### src/inc/sgd_pkg.sv
// Package with register map, field layout and types of the divider-five GO control.
package sgd_pkg;

  // Byte addresses of the registers on the AHB-Lite bus.
  localparam logic [31:0] GO_COMMAND_ADDR    = 32'h029a0138;
  localparam logic [31:0] CTRL_STATUS_ADDR   = 32'h029a013c;
  localparam logic [31:0] ALIGN_CTRL_ADDR    = 32'h029a0140;
  localparam logic [31:0] RATIO_CHANGED_ADDR = 32'h029a0144;
  localparam logic [31:0] DIV_FIVE_ADDR      = 32'h029a0164;

  // Field positions.
  localparam int GO_BIT_POS       = 0;
  localparam int BUSY_BIT_POS     = 0;
  localparam int DIV_EN_POS       = 15;
  localparam int RATIO_LSB        = 0;
  localparam int RATIO_W          = 5;
  localparam int ALIGN_LSB        = 3;
  localparam int ALIGN_W          = 2;
  localparam int DIV5_SLOT        = 1;
  localparam int DIV4_CHANGED_POS = 3;
  localparam int DIV5_CHANGED_POS = 4;

  // Reset values.
  localparam logic [ALIGN_W-1:0] ALIGN_RESET = 2'h3;
  localparam logic               DIV_EN_RESET = 1'h0;
  localparam logic [RATIO_W-1:0] RATIO_RESET  = 5'h00;

  // Common phase boundary of all ratios 1 to 8, in system clock cycles.
  localparam int ALIGN_PERIOD = 840;

  // AHB-Lite encodings.
  localparam logic [1:0] HTRANS_NONSEQ = 2'h2;
  localparam logic       HRESP_OKAY    = 1'h0;

  // Divider-five control fields as they travel together.
  typedef struct packed {
    logic               enable;
    logic [RATIO_W-1:0] ratio;
  } sgd_div_ctl_type;

  // GO sequencer states, Gray coded along IDLE, SWITCH, ALIGN, FINISH.
  typedef enum logic [1:0] {
    GO_IDLE   = 2'b00,
    GO_SWITCH = 2'b01,
    GO_ALIGN  = 2'b11,
    GO_FINISH = 2'b10
  } sgd_go_state_type;

endpackage : sgd_pkg

### src/rtl/sgd_go_ctrl.sv
// Divider-five control, GO command sequencer and AHB-Lite register slave.
// What this block does
// - Enable bit 15 stops or runs divider five
// - Divider five divides by ratio code plus one
// - Reserved bits read zero, writes ignored
// - Writing go bit one starts GO; zero clears
// - Go bit stays one; a one-write while idle starts GO again
// - Busy status reads one during ratio change
// - Unaligned changed clock switches right after GO
// - Aligned clock switches on common phase boundary
// - New ratio value sets changed flag; GO uses flags
//
// Local design decision: the AHB-Lite slave port.
`timescale 1ns/1ps
`default_nettype none
module sgd_go_ctrl
  import sgd_pkg::*;
#(
  parameter int ALIGN_CYCLES = ALIGN_PERIOD
)
(
  input  wire logic        CLK_SYS,   // System clock, 125 MHz.
  input  wire logic        NRST,      // Asynchronous reset, active low.
  input  wire logic        HSEL,      // Slave select.
  input  wire logic [31:0] HADDR,     // Byte address.
  input  wire logic [1:0]  HTRANS,    // Transfer type.
  input  wire logic        HWRITE,    // Write when high.
  input  wire logic [2:0]  HSIZE,     // Transfer size, word only.
  input  wire logic [31:0] HWDATA,    // Write data.
  input  wire logic        HREADY,    // Bus ready.
  output logic      [31:0] HRDATA,    // Read data.
  output logic             HREADYOUT, // Slave ready, always high.
  output logic             HRESP,     // Response, always OKAY.
  output logic             DIV5_TICK, // Divider-five output pulse.
  output logic             GO_BUSY    // GO operation in progress.
);

  localparam int REF_W = $clog2(ALIGN_CYCLES);

  sgd_div_ctl_type     div5_reg;
  logic [ALIGN_W-1:0]  align_reg;
  logic                go_bit_reg;
  logic                changed5_reg;
  logic                busy_reg;
  sgd_go_state_type    state_reg;
  sgd_go_state_type    state_next;
  logic                wr_pend_reg;
  logic [31:0]         wr_addr_reg;
  logic [REF_W-1:0]    ref_cnt_reg;
  logic                ref_tick;
  logic                addr_phase;
  logic                wr_en;
  logic                go_start;
  logic                div_load;
  logic                div_restart;
  logic                div_tick;
  logic [31:0]         rd_value;

  // Read image of a register; anything outside the map reads as zero.
  function automatic logic [31:0] read_image(input logic [31:0] addr);
    logic [31:0] v;
    v = 32'h00000000;
    unique case (addr)
      GO_COMMAND_ADDR:    v[GO_BIT_POS] = go_bit_reg;
      CTRL_STATUS_ADDR:   v[BUSY_BIT_POS] = busy_reg;
      ALIGN_CTRL_ADDR:    v[ALIGN_LSB +: ALIGN_W] = align_reg;
      RATIO_CHANGED_ADDR: v[DIV5_CHANGED_POS] = changed5_reg;
      DIV_FIVE_ADDR:
      begin
        v[DIV_EN_POS] = div5_reg.enable;
        v[RATIO_LSB +: RATIO_W] = div5_reg.ratio;
      end
      default:            v = 32'h00000000;
    endcase
    return v;
  endfunction : read_image

  // Bus handshake terms; the slave never inserts wait states.
  assign addr_phase = HSEL && HTRANS[1] && HREADY;
  assign wr_en      = wr_pend_reg && HREADY;
  assign go_start   = wr_en && (wr_addr_reg == GO_COMMAND_ADDR)
                      && HWDATA[GO_BIT_POS];

  // A process, not an assign, so that a register change alone re-evaluates
  // the image while the address stands still during polling.
  always_comb
  begin
    rd_value = read_image(HADDR);
  end

  // Ready and response are constant once out of reset.
  always_ff @(posedge CLK_SYS or negedge NRST)
  begin
    if (!NRST)
    begin
      HREADYOUT <= 1'b1;
      HRESP     <= HRESP_OKAY;
    end
    else
    begin
      HREADYOUT <= 1'b1;
      HRESP     <= HRESP_OKAY;
    end
  end

  // Write data arrives one cycle after its address, so the address is held.
  always_ff @(posedge CLK_SYS or negedge NRST)
  begin
    if (!NRST)
    begin
      wr_pend_reg <= 1'b0;
      wr_addr_reg <= 32'h00000000;
    end
    else if (HREADY)
    begin
      wr_pend_reg <= addr_phase && HWRITE;
      wr_addr_reg <= HADDR;
    end
  end

  // Read data is sampled in the address phase so it stands from a flop.
  // A read right behind a write to the same register sees the old value.
  always_ff @(posedge CLK_SYS or negedge NRST)
  begin
    if (!NRST)
    begin
      HRDATA <= 32'h00000000;
    end
    else if (addr_phase && !HWRITE)
    begin
      HRDATA <= rd_value;
    end
  end

  // Divider-five control; only bit 15 and bits 4:0 are stored.
  always_ff @(posedge CLK_SYS or negedge NRST)
  begin
    if (!NRST)
    begin
      div5_reg.enable <= DIV_EN_RESET;
      div5_reg.ratio  <= RATIO_RESET;
    end
    else if (wr_en && (wr_addr_reg == DIV_FIVE_ADDR))
    begin
      div5_reg.enable <= HWDATA[DIV_EN_POS];
      div5_reg.ratio  <= HWDATA[RATIO_LSB +: RATIO_W];
    end
  end

  // Align selects; software is expected to keep the default.
  always_ff @(posedge CLK_SYS or negedge NRST)
  begin
    if (!NRST)
    begin
      align_reg <= ALIGN_RESET;
    end
    else if (wr_en && (wr_addr_reg == ALIGN_CTRL_ADDR))
    begin
      align_reg <= HWDATA[ALIGN_LSB +: ALIGN_W];
    end
  end

  // The go bit reads back what was last written to it.
  always_ff @(posedge CLK_SYS or negedge NRST)
  begin
    if (!NRST)
    begin
      go_bit_reg <= 1'b0;
    end
    else if (wr_en && (wr_addr_reg == GO_COMMAND_ADDR))
    begin
      go_bit_reg <= HWDATA[GO_BIT_POS];
    end
  end

  // Changed flag: a new ratio sets it, the end of GO clears it.
  // Set wins, so a ratio write in the finishing cycle is not lost.
  always_ff @(posedge CLK_SYS or negedge NRST)
  begin
    if (!NRST)
    begin
      changed5_reg <= 1'b0;
    end
    else if (wr_en && (wr_addr_reg == DIV_FIVE_ADDR)
             && (HWDATA[RATIO_LSB +: RATIO_W] != div5_reg.ratio))
    begin
      changed5_reg <= 1'b1;
    end
    else if (state_reg == GO_FINISH)
    begin
      changed5_reg <= 1'b0;
    end
  end

  // Free-running phase reference shared by every aligned clock.
  always_ff @(posedge CLK_SYS or negedge NRST)
  begin
    if (!NRST)
    begin
      ref_cnt_reg <= '0;
    end
    else if (ref_cnt_reg == REF_W'(ALIGN_CYCLES - 1))
    begin
      ref_cnt_reg <= '0;
    end
    else
    begin
      ref_cnt_reg <= ref_cnt_reg + 1'b1;
    end
  end

  assign ref_tick = (ref_cnt_reg == '0);

  // GO sequencer. A go write while busy is ignored; software polls first.
  always_comb
  begin
    state_next = state_reg;
    unique case (state_reg)
      GO_IDLE:
      begin
        if (go_start)
        begin
          state_next = GO_SWITCH;
        end
      end
      GO_SWITCH:
      begin
        if (changed5_reg && align_reg[DIV5_SLOT])
        begin
          state_next = GO_ALIGN;
        end
        else
        begin
          state_next = GO_FINISH;
        end
      end
      GO_ALIGN:
      begin
        if (ref_tick)
        begin
          state_next = GO_FINISH;
        end
      end
      GO_FINISH:
      begin
        state_next = GO_IDLE;
      end
    endcase
  end

  always_ff @(posedge CLK_SYS or negedge NRST)
  begin
    if (!NRST)
    begin
      state_reg <= GO_IDLE;
    end
    else
    begin
      state_reg <= state_next;
    end
  end

  // Busy rises with the command and falls once the new ratio runs.
  always_ff @(posedge CLK_SYS or negedge NRST)
  begin
    if (!NRST)
    begin
      busy_reg <= 1'b0;
    end
    else if (state_reg == GO_IDLE && go_start)
    begin
      busy_reg <= 1'b1;
    end
    else if (state_reg == GO_FINISH)
    begin
      busy_reg <= 1'b0;
    end
  end

  // Ratio hand-over: unaligned clocks switch at once, aligned ones on
  // the common boundary with their phase restarted there.
  assign div_load = (state_reg == GO_SWITCH && changed5_reg
                     && !align_reg[DIV5_SLOT])
                    || (state_reg == GO_ALIGN && ref_tick);
  assign div_restart = (state_reg == GO_ALIGN) && ref_tick;

  sgd_ratio_div #(
    .RW        (RATIO_W)
  ) u_div5 (
    .clk       (CLK_SYS),
    .nrst      (NRST),
    .run       (div5_reg.enable),
    .load      (div_load),
    .restart   (div_restart),
    .new_ratio (div5_reg.ratio),
    .tick      (div_tick)
  );

  // Outputs from flops; the tick is already registered inside the divider.
  always_ff @(posedge CLK_SYS or negedge NRST)
  begin
    if (!NRST)
    begin
      GO_BUSY <= 1'b0;
    end
    else
    begin
      GO_BUSY <= busy_reg && (state_reg != GO_FINISH);
    end
  end

  assign DIV5_TICK = div_tick;

endmodule : sgd_go_ctrl
`default_nettype wire

### src/rtl/sgd_ratio_div.sv
// Programmable divide-by-N tick generator for one derived clock.
`timescale 1ns/1ps
`default_nettype none
module sgd_ratio_div
  import sgd_pkg::*;
#(
  parameter int RW = RATIO_W
)
(
  input  wire logic          clk,       // System clock.
  input  wire logic          nrst,      // Asynchronous reset, active low.
  input  wire logic          run,       // Divider enabled.
  input  wire logic          load,      // Take new_ratio as the active ratio.
  input  wire logic          restart,   // Restart the phase at count zero.
  input  wire logic [RW-1:0] new_ratio, // Ratio code, divide by code plus one.
  output logic               tick       // One-cycle pulse per output period.
);

  logic [RW-1:0] ratio_reg;
  logic [RW-1:0] count_reg;
  logic [RW-1:0] count_next;
  logic [RW-1:0] limit;

  // A fresh ratio takes effect on the very cycle it is loaded.
  assign limit = load ? new_ratio : ratio_reg;

  // Count wraps at the limit; a shrinking ratio wraps at once, never late.
  always_comb
  begin
    if (!run || restart)
    begin
      count_next = '0;
    end
    else if (count_reg >= limit)
    begin
      count_next = '0;
    end
    else
    begin
      count_next = count_reg + 1'b1;
    end
  end

  // Active ratio.
  always_ff @(posedge clk or negedge nrst)
  begin
    if (!nrst)
    begin
      ratio_reg <= RATIO_RESET;
    end
    else if (load)
    begin
      ratio_reg <= new_ratio;
    end
  end

  // Phase counter.
  always_ff @(posedge clk or negedge nrst)
  begin
    if (!nrst)
    begin
      count_reg <= '0;
    end
    else
    begin
      count_reg <= count_next;
    end
  end

  // With the divider stopped no tick is produced at all.
  always_ff @(posedge clk or negedge nrst)
  begin
    if (!nrst)
    begin
      tick <= 1'b0;
    end
    else
    begin
      tick <= run && (count_next == '0);
    end
  end

endmodule : sgd_ratio_div
`default_nettype wire

### config.mk
export PLATFORM = sky130hd
export DESIGN_NAME = sgd_go_ctrl
export DESIGN_NICKNAME = d
export VERILOG_FILES = /design/src/inc/sgd_pkg.sv /design/src/rtl/sgd_go_ctrl.sv /design/src/rtl/sgd_ratio_div.sv
export SDC_FILE = /design/constraint.sdc
export NUM_CORES = 1
export LEC_CHECK = 0
export ABC_AREA = 0
export BUFFER_PORTS_ARGS = -buffer_cell sky130_fd_sc_hd__buf_2
export CORE_MARGIN = 4
export CORE_UTILIZATION = 40
export CTS_CLUSTER_SIZE = 30
export DETAILED_ROUTE_END_ITERATION = 10
export GPL_ROUTABILITY_DRIVEN = 0
export PLACE_DENSITY = 0.73
export SLEW_MARGIN = 20
export SYNTH_ARGS = -nofsm -noshare
export SYNTH_HDL_FRONTEND = slang
export SYNTH_SLANG_ARGS = --single-unit
### constraint.sdc
create_clock -name CLK_SYS -period 3.92 [get_ports CLK_SYS]
set_input_delay 0 -clock CLK_SYS [delete_from_list [all_inputs] [get_ports CLK_SYS]]
set_output_delay 0 -clock CLK_SYS [all_outputs]
set_load 0.1 [all_outputs]
==> flow_metrics.py <==
metrics = {
    "synth": {
        "synth-seq-cells": 74,
        "synth_cell_types": 51,
        "synth_edf_count": 0,
        "yosysWarnings": 0,
        "syn_area_per_cell_um2": 12.0,
        "synth_flop_cell": "dfrtp_1",
        "synthCells": 308,
        "synthArstFlopShare_pct": 100,
        "ys_seq_area_share_pct": 50.2,
        "netlist_area_um2": 3690,
    },
    "clocking": {
        "post_cts_buffers": 0,
        "htreeDepth": 3,
        "clockRootBuffer": "clkbuf_8",
        "cts_resized": 0,
        "numCtsBuffers": 9,
        "clkSlewWorstSetupHoldPaths_ns": 0.08,
        "cts_tree": "built",
        "insertion_delay_ns": 0.34,
        "clockBufferDepth": 2,
        "cts.sinks": 74,
    },
    "sta": {
        "fin_crit_sh_pct": 79.8,
        "setup_tns_ns": 0,
        "min_period_ns": 3.13,
        "hold_viol": 0,
        "relSlewSlack_pct": 48.6,
        "clock_skew_ns": 0.00669,
        "layout_setup_ws_ns": 0.790,
        "hold_slack_ns": 0.200,
        "drv_slew": 0,
        "setup_viol": 0,
        "rsz0062_at_grt": "no",
        "tightest_slew_ns": 0.771,
        "fmax_ghz": 0.320,
    },
    "finish": {
        "synthToLayoutAreaGrowth_pct": 24.7,
        "antenna_cells": 0,
        "largest_register_ffs": 32,
        "drive_gt1_share_pct": 30.6,
        "nNetsFinal": 485,
    },
    "floorplanning": {
        "die-area_um2": 10800,
        "start_util_pct": 41.8,
        "rows": 34,
        "core_area_um2": 8850,
        "io_pins": 110,
        "die_h_um": 104,
        "die_w_um": 104,
    },
    "detailed_routing": {
        "antenna_left": 0,
        "drt_iter0_drc": 63,
        "routed_via_density": 4.98,
        "wl_um": 7700,
        "wl_per_cell_um": 14.9,
        "drc_errors": 0,
        "vias": 2571,
        "drt_first_pass_iters": 4,
    },
    "critical_path": {
        "path_max_fanout": 9,
        "worst_ep_arrival_time_ns": 3.37,
        "slowest_stage": "or4b_4",
        "slowest_delay_ns": 0.48,
        "end_kind": "register",
        "required_ns": 4.16,
        "path_cells": "inv_1 > ha_1 > or4b_4 > nor4b_4 > o21ai_4 > mux2i_1 > ha_1 > a21o_1 > a21o_1 > a211o_1 > o21a_1",
        "critPathTopFamily": "compound AO/OA/AOI/OAI gates",
        "crit_path_start_kind": "register",
        "path_buf_inv": 1,
        "worstSetupPathType": "register to register",
    },
    "global_route": {
        "grt_pass1_wl_um": 13100,
        "grtUsageMet3_pct": 3.66,
        "grt_util_met2_pct": 24.4,
        "overflow": 0,
        "grt-busiest-layer": "met2",
        "grt_antenna_before_repair": 0,
        "grtUsageTotal_pct": 14.8,
        "met1_usage_pct": 19.0,
        "grt_pass1_vias": 2710,
        "grt_max_degree": 48,
    },
    "power_and_ir_drop": {
        "switching_share_pct": 26.9,
        "powerDensity_nw_per_um2": 386,
        "intPower_mw": 1.30,
        "power_switching_mw": 0.479,
        "combPwrFrac_pct": 14.5,
        "p_clk_share_pct": 39.7,
        "p_seq_share_pct": 45.9,
        "max-vdd-ir-drop_mv": 0.193,
        "p_leak_nw": 2.14,
    },
    "place": {
        "dp_hpwl_um": 5430,
        "dp_slack_ns": 0.771,
        "io_buffer_count": 51,
    },
    "flow_run": {
        "max-cap-violations": 0,
    },
    "worst_hold_path": {
        "min_path_type": "input pin to asynchronous set/reset pin",
    },
    "run_status": {
        "status": "completed",
    },
}
## cell usage after synthesis, drive strengths merged (4+ instances only)
| library cell | n | area share (%) |
|---|---|---|
| dfrtp | 72 | 49 |
| nor2 | 15 | 1.5 |
| nor3 | 6 | 0.81 |
| buf | 32 | 6.1 |
| o41ai | 4 | 0.95 |
| nand3 | 7 | 0.95 |
| nor4 | 8 | 1.8 |
| nand2 | 20 | 2.0 |
| xnor2 | 6 | 1.4 |
| nand4 | 5 | 0.85 |
| xor2 | 10 | 2.4 |
| mux2i | 4 | 1.1 |
| ha | 8 | 2.7 |
| mux2 | 47 | 15 |
| inv | 6 | 0.61 |
| nor4b | 8 | 2.3 |
## what timing repair did
| action | CTS | global route |
|---|---|---|
| setup endpoints to repair | 0 | 0 |
| endpoints found under the hold margin | 88 | 0 |
| hold buffers | 41 | 0 |
## final timing paths
check	start	endpoint	slack, ns	cells after the start
max	ref_cnt_reg[0]	u_div5.tick	0.79	11
max in group asynchronous	NRST	wr_addr_reg[3]	2.95	3
min reg2reg	HRDATA[1]	HRDATA[1]	0.48	2
min	NRST	u_div5.count_reg[0]	0.20	2
min in group CLK_SYS	HWRITE	HRDATA[1]	0.29	3
max reg2reg	ref_cnt_reg[0]	u_div5.tick	0.79	11
## per-layer routing
| metal | up-vias | share of wire [%] |
|---|---|---|
| li1 | 1240 | - |
| met3 | 7 | 4.5 |
| met4 | 0 | 1.3 |
| met2 | 65 | 49 |
| met5 | - | 0 |
| met1 | 1259 | 45 |
## through the flow
stage	utilization, %	total power, mW	cells	cell area (um^2)
4_1_cts	52.0	1.79	516	4600
3_3_place_gp	44.7	1.05	459	3950
5_1_grt	52.1	1.85	516	4610
3_5_place_dp	44.7	1.05	459	3950
6_report	52.1	1.78	516	4610
2_1_floorplan	-	1.02	334	3790
## cell type report
cell class	instances	area [um^2]
Multi-Input combinational cell	219	1680
Fill cell	747	4240
Sequential cell	74	1850
Tap cell	108	135
Clock inverter	7	118
Inverter	6	22.5
Clock buffer	9	124
Timing Repair Buffer	93	676
## layout by cell type (no fill, tap or decap), drive strengths merged, types with 7 or more instances in the layout
cell	instances
dfrtp	72
buf	52
mux2	47
dlygate4sd3	41
conb	28
nand2	20
nor2	15
xor2	10
clkbuf	9
ha	8
nor4	8
nor4b	8
nand3	7
## cells by family after synthesis
kind of cell	Yosys count	synth area share, %
xor gates and xnor gates	16	3.79
adders and majority gates	8	2.71
other	2	0.203
AOI/OAI and AO/OA	22	4.61
DFF	74	50.2
buffers and inverters	41	7.04
muxes	51	15.9
and+or+nand+nor	94	15.5
## power groups by stage
stage | logic (mW) | clock network (mW) | registers [mW]
final | 0.257 | 0.705 | 0.816
after global routing | 0.272 | 0.757 | 0.819
after CTS | 0.256 | 0.720 | 0.815
after detailed placement | 0.224 | 0 | 0.830
after global placement | 0.221 | 0 | 0.829
after floorplan | 0.195 | 0 | 0.824
(Power assumes the default switching activity.)
